==> src/tas_pkg.sv <==
// package for the triggered acquisition sequencer
// What this block does
// - software mode waits for acquire command
// - acquire completes only after image transfer ends
// - software mode: no new acquisition before transfer finishes
// - triggered modes: trigger out high during acquisition and readout
// - hardware mode starts on external trigger pulse
// - hardware mode acquire command starts image transfer
// - new trigger accepted only after readout ends
// - no acquire by next integration drops earlier image
// - transfer busy at integration end drops later
// - continuous mode captures back to back
// - continuous pulse 1 ms, every fourth 1.5 ms
// - triggered mode captures nothing without a trigger
package tas_pkg;
  // operating modes
  typedef enum logic [1:0] {
    TAS_MODE_CONT,
    TAS_MODE_SW,
    TAS_MODE_HW
  } tas_mode_type;

  // trigger output pulse lengths in continuous mode
  localparam int TAS_CLK_MHZ = 100;
  localparam int TAS_PULSE_SHORT_US = 1000;
  localparam int TAS_PULSE_LONG_US = 1500;
  localparam int TAS_PULSE_SHORT_CYC = TAS_PULSE_SHORT_US * TAS_CLK_MHZ;
  localparam int TAS_PULSE_LONG_CYC = TAS_PULSE_LONG_US * TAS_CLK_MHZ;
  localparam int TAS_LONG_EVERY = 4;
  localparam int TAS_CNT_W = 18;

  // reset value of the discard flags
  localparam logic [1:0] TAS_FLAGS_RST = 2'h0;

  // sensor control bundle toward the capture front end
  typedef struct packed {
    logic start;    // one-cycle pulse: begin acquisition
    logic process;  // one-cycle pulse: process held image
  } tas_sensor_cmd_type;

  // transfer control bundle toward the host link
  typedef struct packed {
    logic start;    // one-cycle pulse: begin sending image
    logic done;     // one-cycle pulse: acquire command completes
  } tas_xfer_cmd_type;
endpackage

==> src/tas_sequencer.sv <==
// acquisition sequencer: modes, trigger output and frame dropping
`timescale 1ns/1ps
module tas_sequencer #(
  parameter int SHORT_CYC = tas_pkg::TAS_PULSE_SHORT_CYC,
  parameter int LONG_CYC = tas_pkg::TAS_PULSE_LONG_CYC
) (
  // clock and reset
  input wire logic clk,
  input wire logic rst,
  // mode selection, held steady while running
  input wire tas_pkg::tas_mode_type mode,
  // host side
  input wire logic acquire_cmd,
  output tas_pkg::tas_xfer_cmd_type xfer,
  output logic xfer_busy,
  input wire logic xfer_done,
  // external trigger input
  input wire logic trig_in,
  // sensor front end
  output tas_pkg::tas_sensor_cmd_type sensor,
  input wire logic integ_done,
  input wire logic readout_done,
  // trigger output
  output logic trig_out,
  // discard flags and their clear
  input wire logic flags_clear,
  output logic lost_early,
  output logic lost_late
);
  // the sequencer owns the capture phase and the one held frame; the
  // front end and the host link only answer with done pulses, so integration,
  // readout and transfer times live outside this block; only the continuous trig out pulse lengths are set here
  // limitation: mode may only change under reset, since a change in mid
  // frame can leave a held frame that the new mode never sends
  // capture phase codes
  typedef enum logic [1:0] {
    TAS_CAP_IDLE,
    TAS_CAP_INTEG,
    TAS_CAP_READ
  } tas_cap_type;

  typedef struct packed {
    tas_cap_type cap;               // capture phase
    logic pend;                     // finished image awaits acquire
    logic cmd;                      // acquire command outstanding
    logic xbusy;                    // transfer in progress
    logic trig_q;                   // trigger input, previous cycle
    logic [1:0] flags;              // {late lost, early lost}
    tas_pkg::tas_sensor_cmd_type sen; // sensor command pulses
    tas_pkg::tas_xfer_cmd_type xf;    // transfer pulses
    logic active;                   // acquisition plus readout phase
    logic drop;                     // finishing frame will be discarded
  } tas_state_type;

  tas_state_type st_reg, st_next;
  logic cont_pulse;
  logic trig_rise;
  logic start_ok;
  logic go;
  logic [1:0] set_flags;
  logic fresh; // a frame completed readout and is kept

  // software trigger mode
  function automatic logic is_sw(input tas_pkg::tas_mode_type m);
    return m == tas_pkg::TAS_MODE_SW;
  endfunction

  // hardware trigger mode
  function automatic logic is_hw(input tas_pkg::tas_mode_type m);
    return m == tas_pkg::TAS_MODE_HW;
  endfunction

  // free-running mode
  function automatic logic is_cont(input tas_pkg::tas_mode_type m);
    return m == tas_pkg::TAS_MODE_CONT;
  endfunction

  // continuous mode pulse source
  // it fires only in continuous mode; the triggered modes drive trig
  // out from the phase level instead
  tas_pulse_gen #(
    .SHORT_CYC(SHORT_CYC),
    .LONG_CYC(LONG_CYC)
  ) u_pulse (
    .clk(clk),
    .rst(rst),
    .fire(st_reg.sen.start && mode == tas_pkg::TAS_MODE_CONT),
    .pulse(cont_pulse)
  );

  // trigger input edge: a held-high level counts once
  // the delayed copy resets low, the idle level of the pin, so no false
  // edge follows reset
  assign trig_rise = trig_in && !st_reg.trig_q;

  // next state: capture phase, host transfer and discard flags are
  // decided in one pass so that their precedence is explicit
  always_comb begin
    st_next = st_reg;
    // pulses last one cycle, the trigger copy follows every cycle
    st_next.trig_q = trig_in;
    st_next.sen = '0;
    st_next.xf = '0;
    set_flags = 2'h0;
    go = 1'b0;
    fresh = 1'b0;
    // capture is free only once readout ended
    start_ok = (st_reg.cap == TAS_CAP_IDLE);
    // a command is kept until a capture or a transfer spends it
    if (acquire_cmd)
      st_next.cmd = 1'b1;
    unique case (mode)
      tas_pkg::TAS_MODE_CONT: begin
        // free-running, processing overlaps next capture
        go = start_ok;
      end
      tas_pkg::TAS_MODE_SW: begin
        // command only, and never while a transfer runs
        go = start_ok && st_next.cmd && !st_reg.xbusy
          && !st_reg.pend;
      end
      tas_pkg::TAS_MODE_HW: begin
        // edge after readout ended starts capture
        go = start_ok && trig_rise;
      end
      // reserved mode code: never capture
      default: go = 1'b0;
    endcase
    // capture phases
    unique case (st_reg.cap)
      TAS_CAP_IDLE: begin
        // nothing runs; a start also raises the phase level
        if (go) begin
          st_next.cap = TAS_CAP_INTEG;
          st_next.sen.start = 1'b1;
          st_next.active = 1'b1;
          if (mode == tas_pkg::TAS_MODE_SW)
            st_next.cmd = 1'b0; // command consumed by capture
        end
      end
      TAS_CAP_INTEG: begin
        // discard decisions are taken when integration ends
        if (integ_done) begin
          st_next.cap = TAS_CAP_READ;
          if (is_hw(mode)) begin
            if (st_reg.xbusy) begin
              // link still busy: this frame can never be sent
              set_flags[1] = 1'b1;
              st_next.drop = 1'b1;
            end else if (st_reg.pend && !st_next.cmd) begin
              // nobody asked for the older frame in time
              set_flags[0] = 1'b1;
              st_next.pend = 1'b0;
            end
          end
        end
      end
      TAS_CAP_READ: begin
        // readout; the frame is handed on when it ends
        if (readout_done) begin
          st_next.cap = TAS_CAP_IDLE;
          st_next.active = 1'b0;
          st_next.sen.process = 1'b1;
          // a frame marked at integration end is never offered
          fresh = !st_reg.drop;
          st_next.drop = 1'b0;
        end
      end
      default: st_next.cap = TAS_CAP_IDLE;
    endcase
    // drop of the later image suppresses its pend at readout
    if (set_flags[1])
      st_next.flags[1] = 1'b1;
    // start transfer of the held image on an outstanding command;
    // software mode sends on its own, since capture spent the command
    if (st_reg.pend && !st_reg.xbusy
        && (is_sw(mode) || st_reg.cmd || acquire_cmd)) begin
      st_next.xbusy = 1'b1;
      st_next.xf.start = 1'b1;
      st_next.pend = 1'b0;
      // the command is spent on this transfer
      if (!is_sw(mode))
        st_next.cmd = 1'b0;
    end
    // a frame finished this cycle is held after the transfer decision
    // above, so sending the older frame cannot also discard it
    if (fresh)
      st_next.pend = 1'b1;
    // command completes when the image has been delivered
    // a done with no transfer running is ignored
    if (st_reg.xbusy && xfer_done) begin
      st_next.xbusy = 1'b0;
      st_next.xf.done = 1'b1;
    end
    // sticky flags: set wins over clear
    // a clear only removes flags that are not set again this cycle
    if (flags_clear)
      st_next.flags = 2'h0;
    st_next.flags = st_next.flags | set_flags;
  end

  // state register
  // reset leaves no frame held, no command and no transfer
  always_ff @(posedge clk or posedge rst) begin
    if (rst) begin
      st_reg <= '{cap: TAS_CAP_IDLE, flags: tas_pkg::TAS_FLAGS_RST,
                 default: '0};
    end else begin
      st_reg <= st_next;
    end
  end

  // outputs
  // pulses and levels come straight from the state register; trig out in continuous mode comes from the pulse generator
  assign sensor = st_reg.sen;
  assign xfer = st_reg.xf;
  assign xfer_busy = st_reg.xbusy;
  assign lost_early = st_reg.flags[0];
  assign lost_late = st_reg.flags[1];
  // continuous mode emits timed pulses, triggered modes the phase;
  // mode selects the source, which is why it must stay steady
  assign trig_out = is_cont(mode) ? cont_pulse
                    : st_reg.active;
endmodule

==> src/tas_pulse_gen.sv <==
// trigger output pulse generator for continuous mode
`timescale 1ns/1ps
module tas_pulse_gen #(
  parameter int SHORT_CYC = tas_pkg::TAS_PULSE_SHORT_CYC,
  parameter int LONG_CYC = tas_pkg::TAS_PULSE_LONG_CYC
) (
  // clock and reset
  input wire logic clk,
  input wire logic rst,
  // control
  input wire logic fire,
  // pulse
  output logic pulse
);
  typedef struct packed {
    logic [tas_pkg::TAS_CNT_W-1:0] cnt; // cycles left in pulse
    logic [1:0] idx;                    // pulse number modulo four
  } tas_pg_state_type;

  tas_pg_state_type st_reg, st_next;

  // both lengths must fit the counter and last at least one cycle
  if (LONG_CYC < 1 || SHORT_CYC < 1
      || LONG_CYC >= (1 << tas_pkg::TAS_CNT_W)
      || SHORT_CYC >= (1 << tas_pkg::TAS_CNT_W)) begin : g_bad_len
    $error("tas_pulse_gen: pulse length out of range");
  end

  // load a new length at each acquisition start
  always_comb begin
    st_next = st_reg;
    if (fire) begin
      // every fourth pulse is the long one
      if (st_reg.idx == 2'(tas_pkg::TAS_LONG_EVERY - 1))
        st_next.cnt = tas_pkg::TAS_CNT_W'(LONG_CYC);
      else
        st_next.cnt = tas_pkg::TAS_CNT_W'(SHORT_CYC);
      st_next.idx = st_reg.idx + 2'h1;
    end else if (st_reg.cnt != '0) begin
      st_next.cnt = st_reg.cnt - 1'b1;
    end
  end

  // state register
  always_ff @(posedge clk or posedge rst) begin
    if (rst) begin
      st_reg <= '0;
    end else begin
      st_reg <= st_next;
    end
  end

  assign pulse = (st_reg.cnt != '0);
endmodule

==> config.mk <==
export PLATFORM = sky130hd
export DESIGN_NAME = tas_sequencer
export DESIGN_NICKNAME = d
export VERILOG_FILES = /design/src/tas_pkg.sv /design/src/tas_sequencer.sv /design/src/tas_pulse_gen.sv
export SDC_FILE = /design/constraint.sdc
export NUM_CORES = 1
export LEC_CHECK = 0
export BUFFER_PORTS_ARGS = -buffer_cell sky130_fd_sc_hd__buf_2
export CELL_PAD_IN_SITES_DETAIL_PLACEMENT = 1
export CELL_PAD_IN_SITES_GLOBAL_PLACEMENT = 2
export CORE_MARGIN = 2
export CORE_UTILIZATION = 33
export CTS_CLUSTER_DIAMETER = 100
export DETAILED_ROUTE_END_ITERATION = 10
export PLACE_DENSITY_LB_ADDON = 0.1
export SKIP_LAST_GASP = 1
export SLEW_MARGIN = 20
export SYNTH_ARGS = -nofsm -noshare
export SYNTH_HDL_FRONTEND = slang
export SYNTH_SLANG_ARGS = --single-unit
==> constraint.sdc <==
create_clock -name clk -period 2.1 [get_ports clk]
set_clock_uncertainty 0.05 [all_clocks]
set_input_delay 0.42 -clock clk [delete_from_list [all_inputs] [get_ports clk]]
set_output_delay 0.42 -clock clk [all_outputs]
set_load 0.02 [all_outputs]
After elaboration in Yosys (flattened, before gate mapping)
Cells that the tools add are included.

storage, ports and cells
  register bits = 34
  output and inout port bits = 8
  word-level logic and storage cells = 103
  input port bits = 10

operators by class
  reductions and logical operators = 32
  add/sub/neg operators = 2
  mux-type cells = 43
  eq/ne operators = 11
  bitwise operators = 1

operators with widths
  operator                                               count
  2-to-1 mux 18 bit                                      3
  2-to-1 mux 1 bit                                       28
  nonzero test 18 bit                                    1
  subtractor 18 x 1 -> 18 bit, second input constant     1
  2-to-1 mux 2 bit                                       6
  nonzero test 3 bit                                     4
  logical AND 1 bit                                      10
  AND reduction 5 bit                                    2
  inequality test 2 bit, second input constant           4
  nonzero test 2 bit                                     4
  == test 2 bit, second input constant                   3
  2-to-1 mux 3 bit                                       2
  one-hot mux 2 bit (3 select lines)                     1
  AND reduction 3 bit                                    2
  zero test 1 bit                                        5
  == test 2 x 1 -> 1 bit, second input constant          2
  zero test 2 bit                                        2
  one-hot mux 1 bit (2 select lines)                     2
  inequality test 3 x 1 -> 1 bit, second input constant  1
  one-hot mux 1 bit (3 select lines)                     1
  adder 2 x 1 -> 2 bit, second input constant            1
  logical OR 1 bit                                       2
  inequality test 2 x 1 -> 1 bit, second input constant  1
  OR 2 bit                                               1

Logic depth before layout (Yosys ltp)
Gate-level depths: netlist of run 1.

  word-level depth = 11
  mapped depth = 8

Modules after synthesis
From an unflattened synthesis of run 1, not the netlist that was laid out.

unflattened totals
  cells, all modules = 182
  area, all modules = 1800.5 um^2

modules (own cells, without submodules)
  module         area each (um^2)  sequential area each (um^2)  cells each  instances
  tas_pulse_gen  1139.8            500.5                        121         1
  tas_sequencer  660.6             350.3                        61          1

Worst setup path after synthesis of run 1
Ideal clock, no wire load.

  kind = register to output
  from = reg u_pulse.st_reg[2] (netlist name)
  to = out trig_out
  path buffers = 2
  path slack = -0.063 ns
  arrival = 1.693 ns
  required time = 1.630 ns
  stages on the path, launching flop included = 8
  cells stage by stage = dfrtp_1 -> inv_1 -> ha_1 -> nor4b_1 -> and4_1 -> buf_2 -> buf_2 -> a31oi_1

on the way
  word-level cells in the longest chain between the ends = 2

RTL lines
  item                      line                  RTL
  start: declaration        tas_pulse_gen.sv:20   tas_pg_state_type st_reg, st_next;
  start signal: assignment  tas_pulse_gen.sv:49   st_reg <= st_next;
  nonzero test 18 bit       tas_pulse_gen.sv:53   assign pulse = (st_reg.cnt != '0);
  2-to-1 mux 1 bit          tas_sequencer.sv:222  assign trig_out = is_cont(mode) ? cont_pulse
  end: declaration          tas_sequencer.sv:24   output logic trig_out,

Every way passes these cells.

Worst setup path after layout of run 1
  from = reg u_pulse.st_reg[3] (netlist name)
  to = out trig_out

The elaborated chain is that of the path after synthesis.

==> results of run 1 <==
==> logic make-up (layout without fill, tap and decap cells) <==
kind of cell / count (synthesis) / after routing / share of synthesized area
simple gates: 70 / 70 / 0.249
compound gates: 44 / 44 / 0.159
flops: 34 / 34 / 0.480
buf+inv: 21 / 65 / 0.0543
xor+xnor: 5 / 5 / 0.0247
fa+ha+maj: 3 / 3 / 0.0212
mux: 2 / 2 / 0.0113
==> layout make-up <==
class / instances / area (um2)
clock inverters: 1 / 5.00
flip-flops and latches: 34 / 853
inverters: 11 / 41.3
fillers: 615 / 2860
multi-input cells: 124 / 897
repair buffers: 46 / 309
clock buffers: 7 / 86.3
well taps: 70 / 87.6
==> worst reg2reg max path, delay by kind of cell (launching register included) <==
kind	cells	cell delay (ps)
flops	1	400
buf+inv	2	280
simple gates	4	1210
==> cells in the final DEF, fill, tap and decap left out, types with 6 or more instances in the layout <==
| master | Yosys | layout |
|---|---|---|
| sky130_fd_sc_hd__a21oi_1 | 7 | 7 |
| sky130_fd_sc_hd__buf_2 | 2 | 16 |
| sky130_fd_sc_hd__buf_4 | 4 | 29 |
| sky130_fd_sc_hd__clkbuf_8 | 0 | 6 |
| sky130_fd_sc_hd__dfrtp_1 | 34 | 32 |
| sky130_fd_sc_hd__inv_1 | 11 | 9 |
| sky130_fd_sc_hd__nand2_1 | 16 | 16 |
| sky130_fd_sc_hd__nand2b_1 | 6 | 6 |
| sky130_fd_sc_hd__nand3_1 | 6 | 6 |
| sky130_fd_sc_hd__nor2_1 | 10 | 10 |
| sky130_fd_sc_hd__o21ai_0 | 7 | 7 |
| sky130_fd_sc_hd__o21ai_1 | 6 | 6 |
==> layer usage <==
layer,global-route usage,up-vias,share of wire
li1,-,737,-
met1,0.240,813,0.47
met2,0.300,23,0.49
met3,0.0376,7,0.025
met4,0.0536,0,0.014
met5,0,-,0
==> metrics by stage <==
step	power [uW]	util	TNS [ps]	hold WS [ps]	setup slack, ps
floorplan	1860	-	0	376	24.4
global placement	2190	0.391	0	396	137
detailed placement	2250	0.391	0	402	40.9
CTS	2950	0.430	-13.1	194	-13.1
global route	3240	0.444	-195	199	-101
finish	3000	0.444	-35.9	180	-35.9
==> worst max-delay path by stage <==
stage / slack [ps] / end / depth (start not counted)
floorplan: 20 / trig_out / 7
global placement: 140 / trig_out / 6
detailed placement: 40 / trig_out / 6
CTS: -10 / trig_out / 6
global route: -100 / trig_out / 6
finish: -40 / trig_out / 6
==> timing repair <==
action / CTS / global route
hold buffers: 0 / 0
setup buffers: 7 / 8
setup endpoints to repair: 1 / 4
gates resized for setup: 14 / 3
pin swaps: 4 / 7
==> power breakdown <==
| group | internal, uW | switching [uW] |
|---|---|---|
| clock | 265 | 242 |
| combinational | 620 | 644 |
| sequential | 912 | 320 |
==> impl_metrics.toml, run 1 <==
[setup_path]
critical-path-max-stage-delay_ps = 410
critical_path.startpoint_type = "flip-flop"
timing.critical_path.cells = "inv_2, ha_4, nor4b_4, and4_4, a31oi_4, buf_6"
critical_setup_path_kind = "reg2out"
critPathTopFamily = "simple AND/OR/NAND/NOR gates"
endpoint_kind = "primary output"
worst_setup_path_startpoint = "u_pulse.st_reg[3]"
critical_path.slowest_cell = "sky130_fd_sc_hd__dfrtp_1"
worst_ep_required_time_ps = 1630
crit_arrival_ps = 1670
reg2reg_to = "u_pulse.st_reg[19]"
regToRegStartpoint = "u_pulse.st_reg[2]"
critical_path_buf_inv_count = 2
worst_r2r_path_depth = 6
reg2reg_setup_slack_ps = 40
path_max_fanout = 2

[detailed_routing]
pre_repair_dr_iteration_count = 4
route.detailed.wl_per_inst_um = 17.1
drt_first_iter_violations = 90
drt.antenna.violating_nets = 0
viasPerCell = 5.39
drt_wl_total_um = 5020
route.vias.total = 1580
drcViolationCount = 0

[die]
initial_utilization = 0.345
dieArea_um2 = 5970
placementRows = 26
die_h_um = 77.3
placeableCoreArea_um2 = 5140
floorplan.io_pins = 18
dieWidth_um = 77.3

[yosys]
synth_top_area_share = 0.480
asyncSetResetFlopFracSynth = 1.00
syn-mean-instance-area_um2 = 9.90
synth.lib_cells_used.distinct = 45
synth_common_cells = "34 x sky130_fd_sc_hd__dfrtp_1, 16 x sky130_fd_sc_hd__nand2_1, 11 x sky130_fd_sc_hd__inv_1, 10 x sky130_fd_sc_hd__nor2_1"
synth_enable_flop_cells = 0
mapped_cell_area_um2 = 1770
synth_flop_cell = "sky130_fd_sc_hd__dfrtp_1"
mappedNetlistNets = 192
synth.ff_latch_count = 34
syn_inst = 179
yosysWarnings = 0
yosys.cell_count.top_type = "sky130_fd_sc_hd__dfrtp_1"
synth_area_leaders = "sky130_fd_sc_hd__dfrtp_1 48%, sky130_fd_sc_hd__nor4_4 3.6%, sky130_fd_sc_hd__nand2_1 3.4%"
synth_area_leader_cell = "sky130_fd_sc_hd__dfrtp_1"
seq_area_frac_synth = 0.480

[final_layout]
layout-area-overhead-vs-synth_pct = 28.6
nets = 235
num_antenna_cells = 0
largest_register_ffs = 20
final_cells = 293
drive_above_1_share = 0.305
final_design_area_no_fill_um2 = 2280

[timing]
final_hold_viol_count = 0
maxClockFrequency_ghz = 0.468
setup_viol_count_final = 1
final_critical_path_setup_slack_ps = -35.9
slew_violations = 0
slew_headroom = 0.635
timing.final.crit_share = 1.02
rsz_0062_raised_after_global_routing = "yes"
finalCriticalPeriod_ps = 2140
worst_slew_pin_slew_ps = 543

[global_routing]
wire_length_of_the_first_global_routing_pass_um = 8500
globalRouteOverflowTotal = 0
grt.total_usage = 0.182
grt_start_max_net_pins = 35
number_of_global_route_vias_before_repair = 1686
antenna_violations_before_repair = 0

[flow_run]
max-cap-violations = 0

[clock_network]
clk_pin_slew_worst_paths_ps = 70
worstSkewPairLatency_ps = 290
tritoncts.num_buffers = 5
cts_max_path_buffers = 2
clock_tree.root_cell = "sky130_fd_sc_hd__clkbuf_8"
tritoncts_clock_tree = "done"
cts-htree-levels = 2
cts.sinks = 34

[pwr]
power_density_nw_per_um2 = 1320
ir_drop_worst_case_vdd_v = 0.000643
leakage_uw = 0.000990

[status]
violations = "setup timing"
status = "finished with violations"

[placed_design]
detailed_place_hpwl_um = 3490
dpl-instance-area_um2 = 2010
instance_count_after_placement_with_tap_cells_included = 271
io_buffer_count = 17
gp_routability_congestion = 0.769

[min_path]
worst_hold_path_type = "in2async"
No activity file was read; power rests on OpenSTA's default activity.
==> inputs of run 2 (changes only) <==
- CORE_MARGIN: 2 -> not set
- REMOVE_ABC_BUFFERS: not set -> 1
==> run 2 against run 1 <==
Compared with the run above:
- the flow still finishes with violations (setup timing)
- combinational power shrank 9.5%
- sequential cell count is the same
- first-iteration DRC count grew 27%
- global-route usage grew 1.9 points
- non-clock buffer count shrank 7
- cell count shrank 2.4%
- total power shrank 0.89%
==> impl_metrics.toml, run 2 (synthesized netlist as in run 1, its figures left out) <==
[clock_network]
cts-htree-levels = 2
clk_pin_slew_worst_paths_ps = 70
clock_tree.root_cell = "sky130_fd_sc_hd__clkbuf_8"
tritoncts.num_buffers = 5
cts.sinks = 34
cts_max_path_buffers = 2
tritoncts_clock_tree = "done"
worstSkewPairLatency_ps = 290

[global_routing]
wire_length_of_the_first_global_routing_pass_um = 8310
grt_start_max_net_pins = 35
grt.total_usage = 0.201
globalRouteOverflowTotal = 0
number_of_global_route_vias_before_repair = 1631
antenna_violations_before_repair = 0

[final_layout]
drive_above_1_share = 0.264
nets = 228
num_antenna_cells = 0
layout-area-overhead-vs-synth_pct = 24.6
largest_register_ffs = 20
layout_commonest_cell = "sky130_fd_sc_hd__dfrtp_1"
final_design_area_no_fill_um2 = 2210
final_cells = 286
final_core_util = 0.430
highest_count_cells_in_the_layout_ignoring_fill_and_taps = "33 x sky130_fd_sc_hd__dfrtp_1, 23 x sky130_fd_sc_hd__buf_4, 16 x sky130_fd_sc_hd__nand2_1, 16 x sky130_fd_sc_hd__buf_2, 10 x sky130_fd_sc_hd__nor2_1"

[setup_path]
path_max_fanout = 6
worst_ep_required_time_ps = 1630
crit_arrival_ps = 1630
critical_path.slowest_cell = "sky130_fd_sc_hd__dfrtp_1"
critical_setup_path_kind = "reg2out"
critical_path.startpoint_type = "flip-flop"
worst_r2r_path_depth = 7
critical_path_buf_inv_count = 1
reg2reg_to = "u_pulse.st_reg[19]"
endpoint_kind = "primary output"
regToRegStartpoint = "u_pulse.st_reg[2]"
timing.critical_path.cells = "nor4_4, and4_4, a31oi_1, buf_4"
reg2reg_setup_slack_ps = 60
critical-path-max-stage-delay_ps = 470
critPathTopFamily = "simple AND/OR/NAND/NOR gates"

[pwr]
fraction_of_power_spent_switching_nets = 0.393
seq_power_share = 0.414
power_share_of_the_combinational_group = 0.382
intPower_uw = 1810
power_density_nw_per_um2 = 1350
ir_drop_worst_case_vdd_v = 0.000483
power.share.clock = 0.204
p_sw_uw = 1170
leakage_uw = 0.000962
totalPowerFinal_uw = 2980

[timing]
worst_slew_pin_slew_ps = 477
slew_headroom = 0.680
final_hold_viol_count = 0
rsz_0062_raised_after_global_routing = "yes"
setup_viol_count_final = 1
slew_violations = 0
timing.final.crit_share = 1.00
holdWs_ps = 174
maxClockFrequency_ghz = 0.475
final_critical_path_setup_slack_ps = -4.05
finalCriticalPeriod_ps = 2100

[status]
status = "finished with violations"
violations = "setup timing"

[detailed_routing]
drt.antenna.violating_nets = 0
drcViolationCount = 0
route.detailed.wl_per_inst_um = 17.4
pre_repair_dr_iteration_count = 4
drt_wl_total_um = 4980
viasPerCell = 5.38
drt_first_iter_violations = 114
route.vias.total = 1539

[placed_design]
detailed_place_hpwl_um = 3470
gp_routability_congestion = 0.814
dpl-instance-area_um2 = 2000
io_buffer_count = 17
instance_count_after_placement_with_tap_cells_included = 270

[die]
dieWidth_um = 75.3
placeableCoreArea_um2 = 5140
die_h_um = 75.3
placementRows = 26
floorplan.io_pins = 18
initial_utilization = 0.345
dieArea_um2 = 5670

[flow_run]
max-cap-violations = 0

[min_path]
worst_hold_path_type = "in2async"
## run 2: how the worst max path moves through the flow
| stage | start | end | slack [ps] | depth (start not counted) |
|---|---|---|---|---|
| 2_1_floorplan | u_pulse.st_reg[2] | trig_out | 30 | 5 |
| 3_3_place_gp | u_pulse.st_reg[2] | trig_out | 120 | 6 |
| 3_5_place_dp | u_pulse.st_reg[2] | trig_out | 100 | 6 |
| 4_1_cts | u_pulse.st_reg[2] | trig_out | 5 | 6 |
| 5_1_grt | u_pulse.st_reg[2] | trig_out | -50 | 6 |
| 6_report | u_pulse.st_reg[11] | trig_out | -4 | 4 |
## run 2: cell type report
cell class,instances,area (um2)
Inverter,11,41.3
Clock inverter,2,37.5
Sequential cell,34,852
Multi-Input combinational cell,124,865
Clock buffer,6,72.6
Fill cell,633,2930
Tap cell,70,87.6
Timing Repair Buffer,39,253
## run 2: what timing repair did
action / 4_1_cts / 5_1_grt
endpoints found under the hold margin: 0 / 0
resized for setup: 11 / 0
cloned: 0 / 0
pin swaps: 3 / 1
setup buffers: 7 / 1
endpoints found under the setup margin: 3 / 1
hold buffers: 0 / 0
## run 2: routing by layer
metal	up-vias	share of wire	track usage
li1	728	-	-
met5	-	0	0
met2	31	0.52	0.353
met3	9	0.029	0.0357
met4	0	0.021	0.0761
met1	771	0.43	0.246
## run 2: worst register-to-register path, cell delays in order (launching register included)
cell	delay, ps
sky130_fd_sc_hd__dfrtp_1	390
sky130_fd_sc_hd__buf_4	130
sky130_fd_sc_hd__buf_4	120
sky130_fd_sc_hd__buf_4	140
sky130_fd_sc_hd__nor4_4	210
sky130_fd_sc_hd__nand4_2	200
sky130_fd_sc_hd__or4_1	500
sky130_fd_sc_hd__and3_1	190
## run 2: stage by stage
step,TNS (ps),worst slack (ps)
3_5_place_dp,0,97.0
4_1_cts,0,5.08
3_3_place_gp,0,116
5_1_grt,-52.0,-52.0
2_1_floorplan,0,33.5
6_report,-4.05,-4.05
## run 2: power by group through the flow
stage	combinational, uW	clock (uW)	sequential, uW
2_1_floorplan	601	0	1220
3_3_place_gp	941	0	1210
3_5_place_dp	984	0	1230
4_1_cts	1130	620	1230
5_1_grt	1260	642	1270
6_report	1140	607	1230
==> inputs of run 3 (changes only) <==
- ABC_AREA: not set -> 1
- CORE_UTILIZATION: 33 -> 31
- RECOVER_POWER: not set -> 100
==> run 3 against run 2 <==
Compared with the run above:
- the flow now finishes without violations
- highest routed layer unchanged
- count of clock-buffer cells in the layout is the same
- total power shrank 7.1%
- hold slack gained 26 ps
- setup slack gained 81 ps
- sequential cell count is the same
==> impl_metrics.toml, run 3 <==
[status]
status = "completed"

[pwr]
leakage_uw = 0.00113
power_density_nw_per_um2 = 1230
ir_drop_worst_case_vdd_v = 0.000496

[global_routing]
grt_start_max_net_pins = 35
wire_length_of_the_first_global_routing_pass_um = 8860
globalRouteOverflowTotal = 0
number_of_global_route_vias_before_repair = 1776
antenna_violations_before_repair = 0
grt.total_usage = 0.185

[final_layout]
highest_count_cells_in_the_layout_ignoring_fill_and_taps = "51 x sky130_fd_sc_hd__nand2_1, 37 x sky130_fd_sc_hd__inv_1, 33 x sky130_fd_sc_hd__dfrtp_1, 29 x sky130_fd_sc_hd__nor2_1, 27 x sky130_fd_sc_hd__nand3_1"
num_antenna_cells = 0
drive_above_1_share = 0.174
layout-area-overhead-vs-synth_pct = 17.0
final_design_area_no_fill_um2 = 2240
largest_register_ffs = 20
filler_cell_count = 760
nets = 294
layout_commonest_cell = "sky130_fd_sc_hd__nand2_1"
multi_input_comb_area_um2 = 913
seq_area_um2 = 852

[setup_path]
critical-path-max-stage-delay_ps = 450
worst_ep_required_time_ps = 1630
reg2reg_to = "u_pulse.st_reg[12]"
timing.critical_path.mode_cell = "sky130_fd_sc_hd__nor2_4"
regToRegStartpoint = "u_pulse.st_reg[2]"
worst_r2r_path_depth = 10
critical_path.slowest_cell = "sky130_fd_sc_hd__dfrtp_1"
crit_arrival_ps = 1550
critical_path.startpoint_type = "flip-flop"
critical_path_buf_inv_count = 1
worst_setup_path_startpoint = "u_pulse.st_reg[9]"
reg2reg_setup_slack_ps = 200
path_max_fanout = 4
critical_setup_path_kind = "reg2out"
critPathTopFamily = "simple AND/OR/NAND/NOR gates"
timing.critical_path.cells = "nor2_4, nand2_2, nor2_4, nand3_4, nand2_1, o21ai_1, buf_2"
endpoint_kind = "primary output"

[timing]
fin_tns_setup_ps = 0
timing.final.crit_share = 0.963
final_critical_path_setup_slack_ps = 77.1
rsz_0062_raised_after_global_routing = "no"
slew_violations = 0
maxClockFrequency_ghz = 0.494
finalCriticalPeriod_ps = 2020
worst_slew_pin_slew_ps = 906
setup_viol_count_final = 0
final_hold_viol_count = 0
slew_headroom = 0.396

[clock_network]
cts_hold_buf = 0
cts.sinks = 34
tritoncts_clock_tree = "done"
cts_max_path_buffers = 2
clk_pin_slew_worst_paths_ps = 80
clock_tree.root_cell = "sky130_fd_sc_hd__clkbuf_8"
cts-htree-levels = 2
worstSkewPairLatency_ps = 290
tritoncts.num_buffers = 5

[die]
initial_utilization = 0.322
dieWidth_um = 80.7
placementRows = 28
dieArea_um2 = 6510
floorplan.io_pins = 18
die_h_um = 80.7
placeableCoreArea_um2 = 5960

[yosys]
synth_area_leaders = "sky130_fd_sc_hd__dfrtp_1 44%, sky130_fd_sc_hd__nand2_1 10%, sky130_fd_sc_hd__inv_1 7.0%"
syn_inst = 252
synth_common_cells = "51 x sky130_fd_sc_hd__nand2_1, 36 x sky130_fd_sc_hd__inv_1, 34 x sky130_fd_sc_hd__dfrtp_1, 33 x sky130_fd_sc_hd__nor2_1, 27 x sky130_fd_sc_hd__nand3_1"
synth_area_leader_cell = "sky130_fd_sc_hd__dfrtp_1"
seq_area_frac_synth = 0.444
synth_enable_flop_cells = 0
synth_flop_cell = "sky130_fd_sc_hd__dfrtp_1"
yosysWarnings = 0
asyncSetResetFlopFracSynth = 1.00
syn-mean-instance-area_um2 = 7.61
yosys.cell_count.top_type = "sky130_fd_sc_hd__nand2_1"
synth.ff_latch_count = 34
synth_top_area_share = 0.444
synth.lib_cells_used.distinct = 27
mapped_cell_area_um2 = 1920

[min_path]
hold-path-cell-count = 1
hold_path_end = "st_reg[8]"
hold_start = "trig_in"
worst_hold_path_type = "in2reg"

[detailed_routing]
drt_wl_total_um = 5250
drt_first_iter_violations = 67
route.detailed.wl_per_inst_um = 14.7
drcViolationCount = 0
pre_repair_dr_iteration_count = 4
viasPerCell = 4.85
drt.antenna.violating_nets = 0
route.vias.total = 1731

[flow_run]
max-cap-violations = 0

[placed_design]
gp_routability_congestion = 0.733
io_buffer_count = 17
preCtsSetupSlack_ps = 205
detailed_place_hpwl_um = 3850
dpl-instance-area_um2 = 2090
==> run 3: cell types whose count changed after synthesis, moves of 5 or more <==
cell	delta
sky130_fd_sc_hd__inv_1	+25
sky130_fd_sc_hd__nand3_1	+21
sky130_fd_sc_hd__nor2_2	+5
sky130_fd_sc_hd__nor2_1	+23
sky130_fd_sc_hd__nand2_1	+35
sky130_fd_sc_hd__nand2b_1	-6
sky130_fd_sc_hd__nor2_4	+6
sky130_fd_sc_hd__a31oi_1	-6
==> run 3: how the worst max path moves through the flow <==
stage                     endpoint  slack, ps  cells past startpoint
after global placement    trig_out        270                      7
after CTS                 trig_out         10                      7
after detailed placement  trig_out        210                      7
after floorplan           trig_out        390                      7
after global routing      trig_out         10                      7
final                     trig_out         80                      7
==> run 3: what timing repair did <==
action | CTS | global route
setup buffers | 2 | 4
pin swaps | 2 | 3
endpoints found under the setup margin | 1 | 1
resized for setup | 5 | 10
==> run 3: cells by family after synthesis <==
logic type               share of synthesized area
flip-flops                                   0.444
adder cells (fa/ha/maj)                     0.0196
AND/OR/NAND/NOR                              0.342
XOR/XNOR                                    0.0137
buffers and inverters                        0.100
AO/OA/AOI/OAI                               0.0809
==> run 3: metal layers <==
layer	global-route usage	wire, um
met1	0.224	2380
met2	0.313	2590
met3	0.0466	188
met4	0.0679	94
met5	0	0
==> run 3: area by class of cell <==
cell class | count | share of cell area
Inverter | 39 | 0.0652
Multi-Input combinational cell | 173 | 0.407
Sequential cell | 34 | 0.380
Clock buffer | 6 | 0.0368
Timing Repair Buffer | 28 | 0.0641
Clock inverter | 2 | 0.00557
Tap cell | 75 | 0.0418
==> run 3: through the flow <==
stage                     cells   util  total power (uW)  hold WS, ps
after CTS                   353  0.371              2750          190
after detailed placement    343  0.351              2200          408
after global placement      343  0.351              2190          424
after floorplan             246      -              1860          381
final                       357  0.377              2760          200
after global routing        357  0.377              3010          208
==> run 3: where the power goes <==
part / total [uW] / switching [uW] / leakage, uW / internal, uW
combinational: 1080 / 688 / 0.000667 / 391
clock: 530 / 266 / 0.0000472 / 264
sequential: 1150 / 256 / 0.000414 / 898
total: 2760 / 1210 / 0.00113 / 1550
==> run 3: worst register-to-register path, cell delays in order, from the launching register on <==
cell                       delay (ps)
sky130_fd_sc_hd__dfrtp_1          380
sky130_fd_sc_hd__inv_1            110
sky130_fd_sc_hd__clkbuf_1         210
sky130_fd_sc_hd__ha_1             220
sky130_fd_sc_hd__nand2_1          160
sky130_fd_sc_hd__inv_1            150
sky130_fd_sc_hd__nand2_1          120
sky130_fd_sc_hd__o21ai_0          170
sky130_fd_sc_hd__nand2_1           60
sky130_fd_sc_hd__nor2_1           100
sky130_fd_sc_hd__nor2_1            40
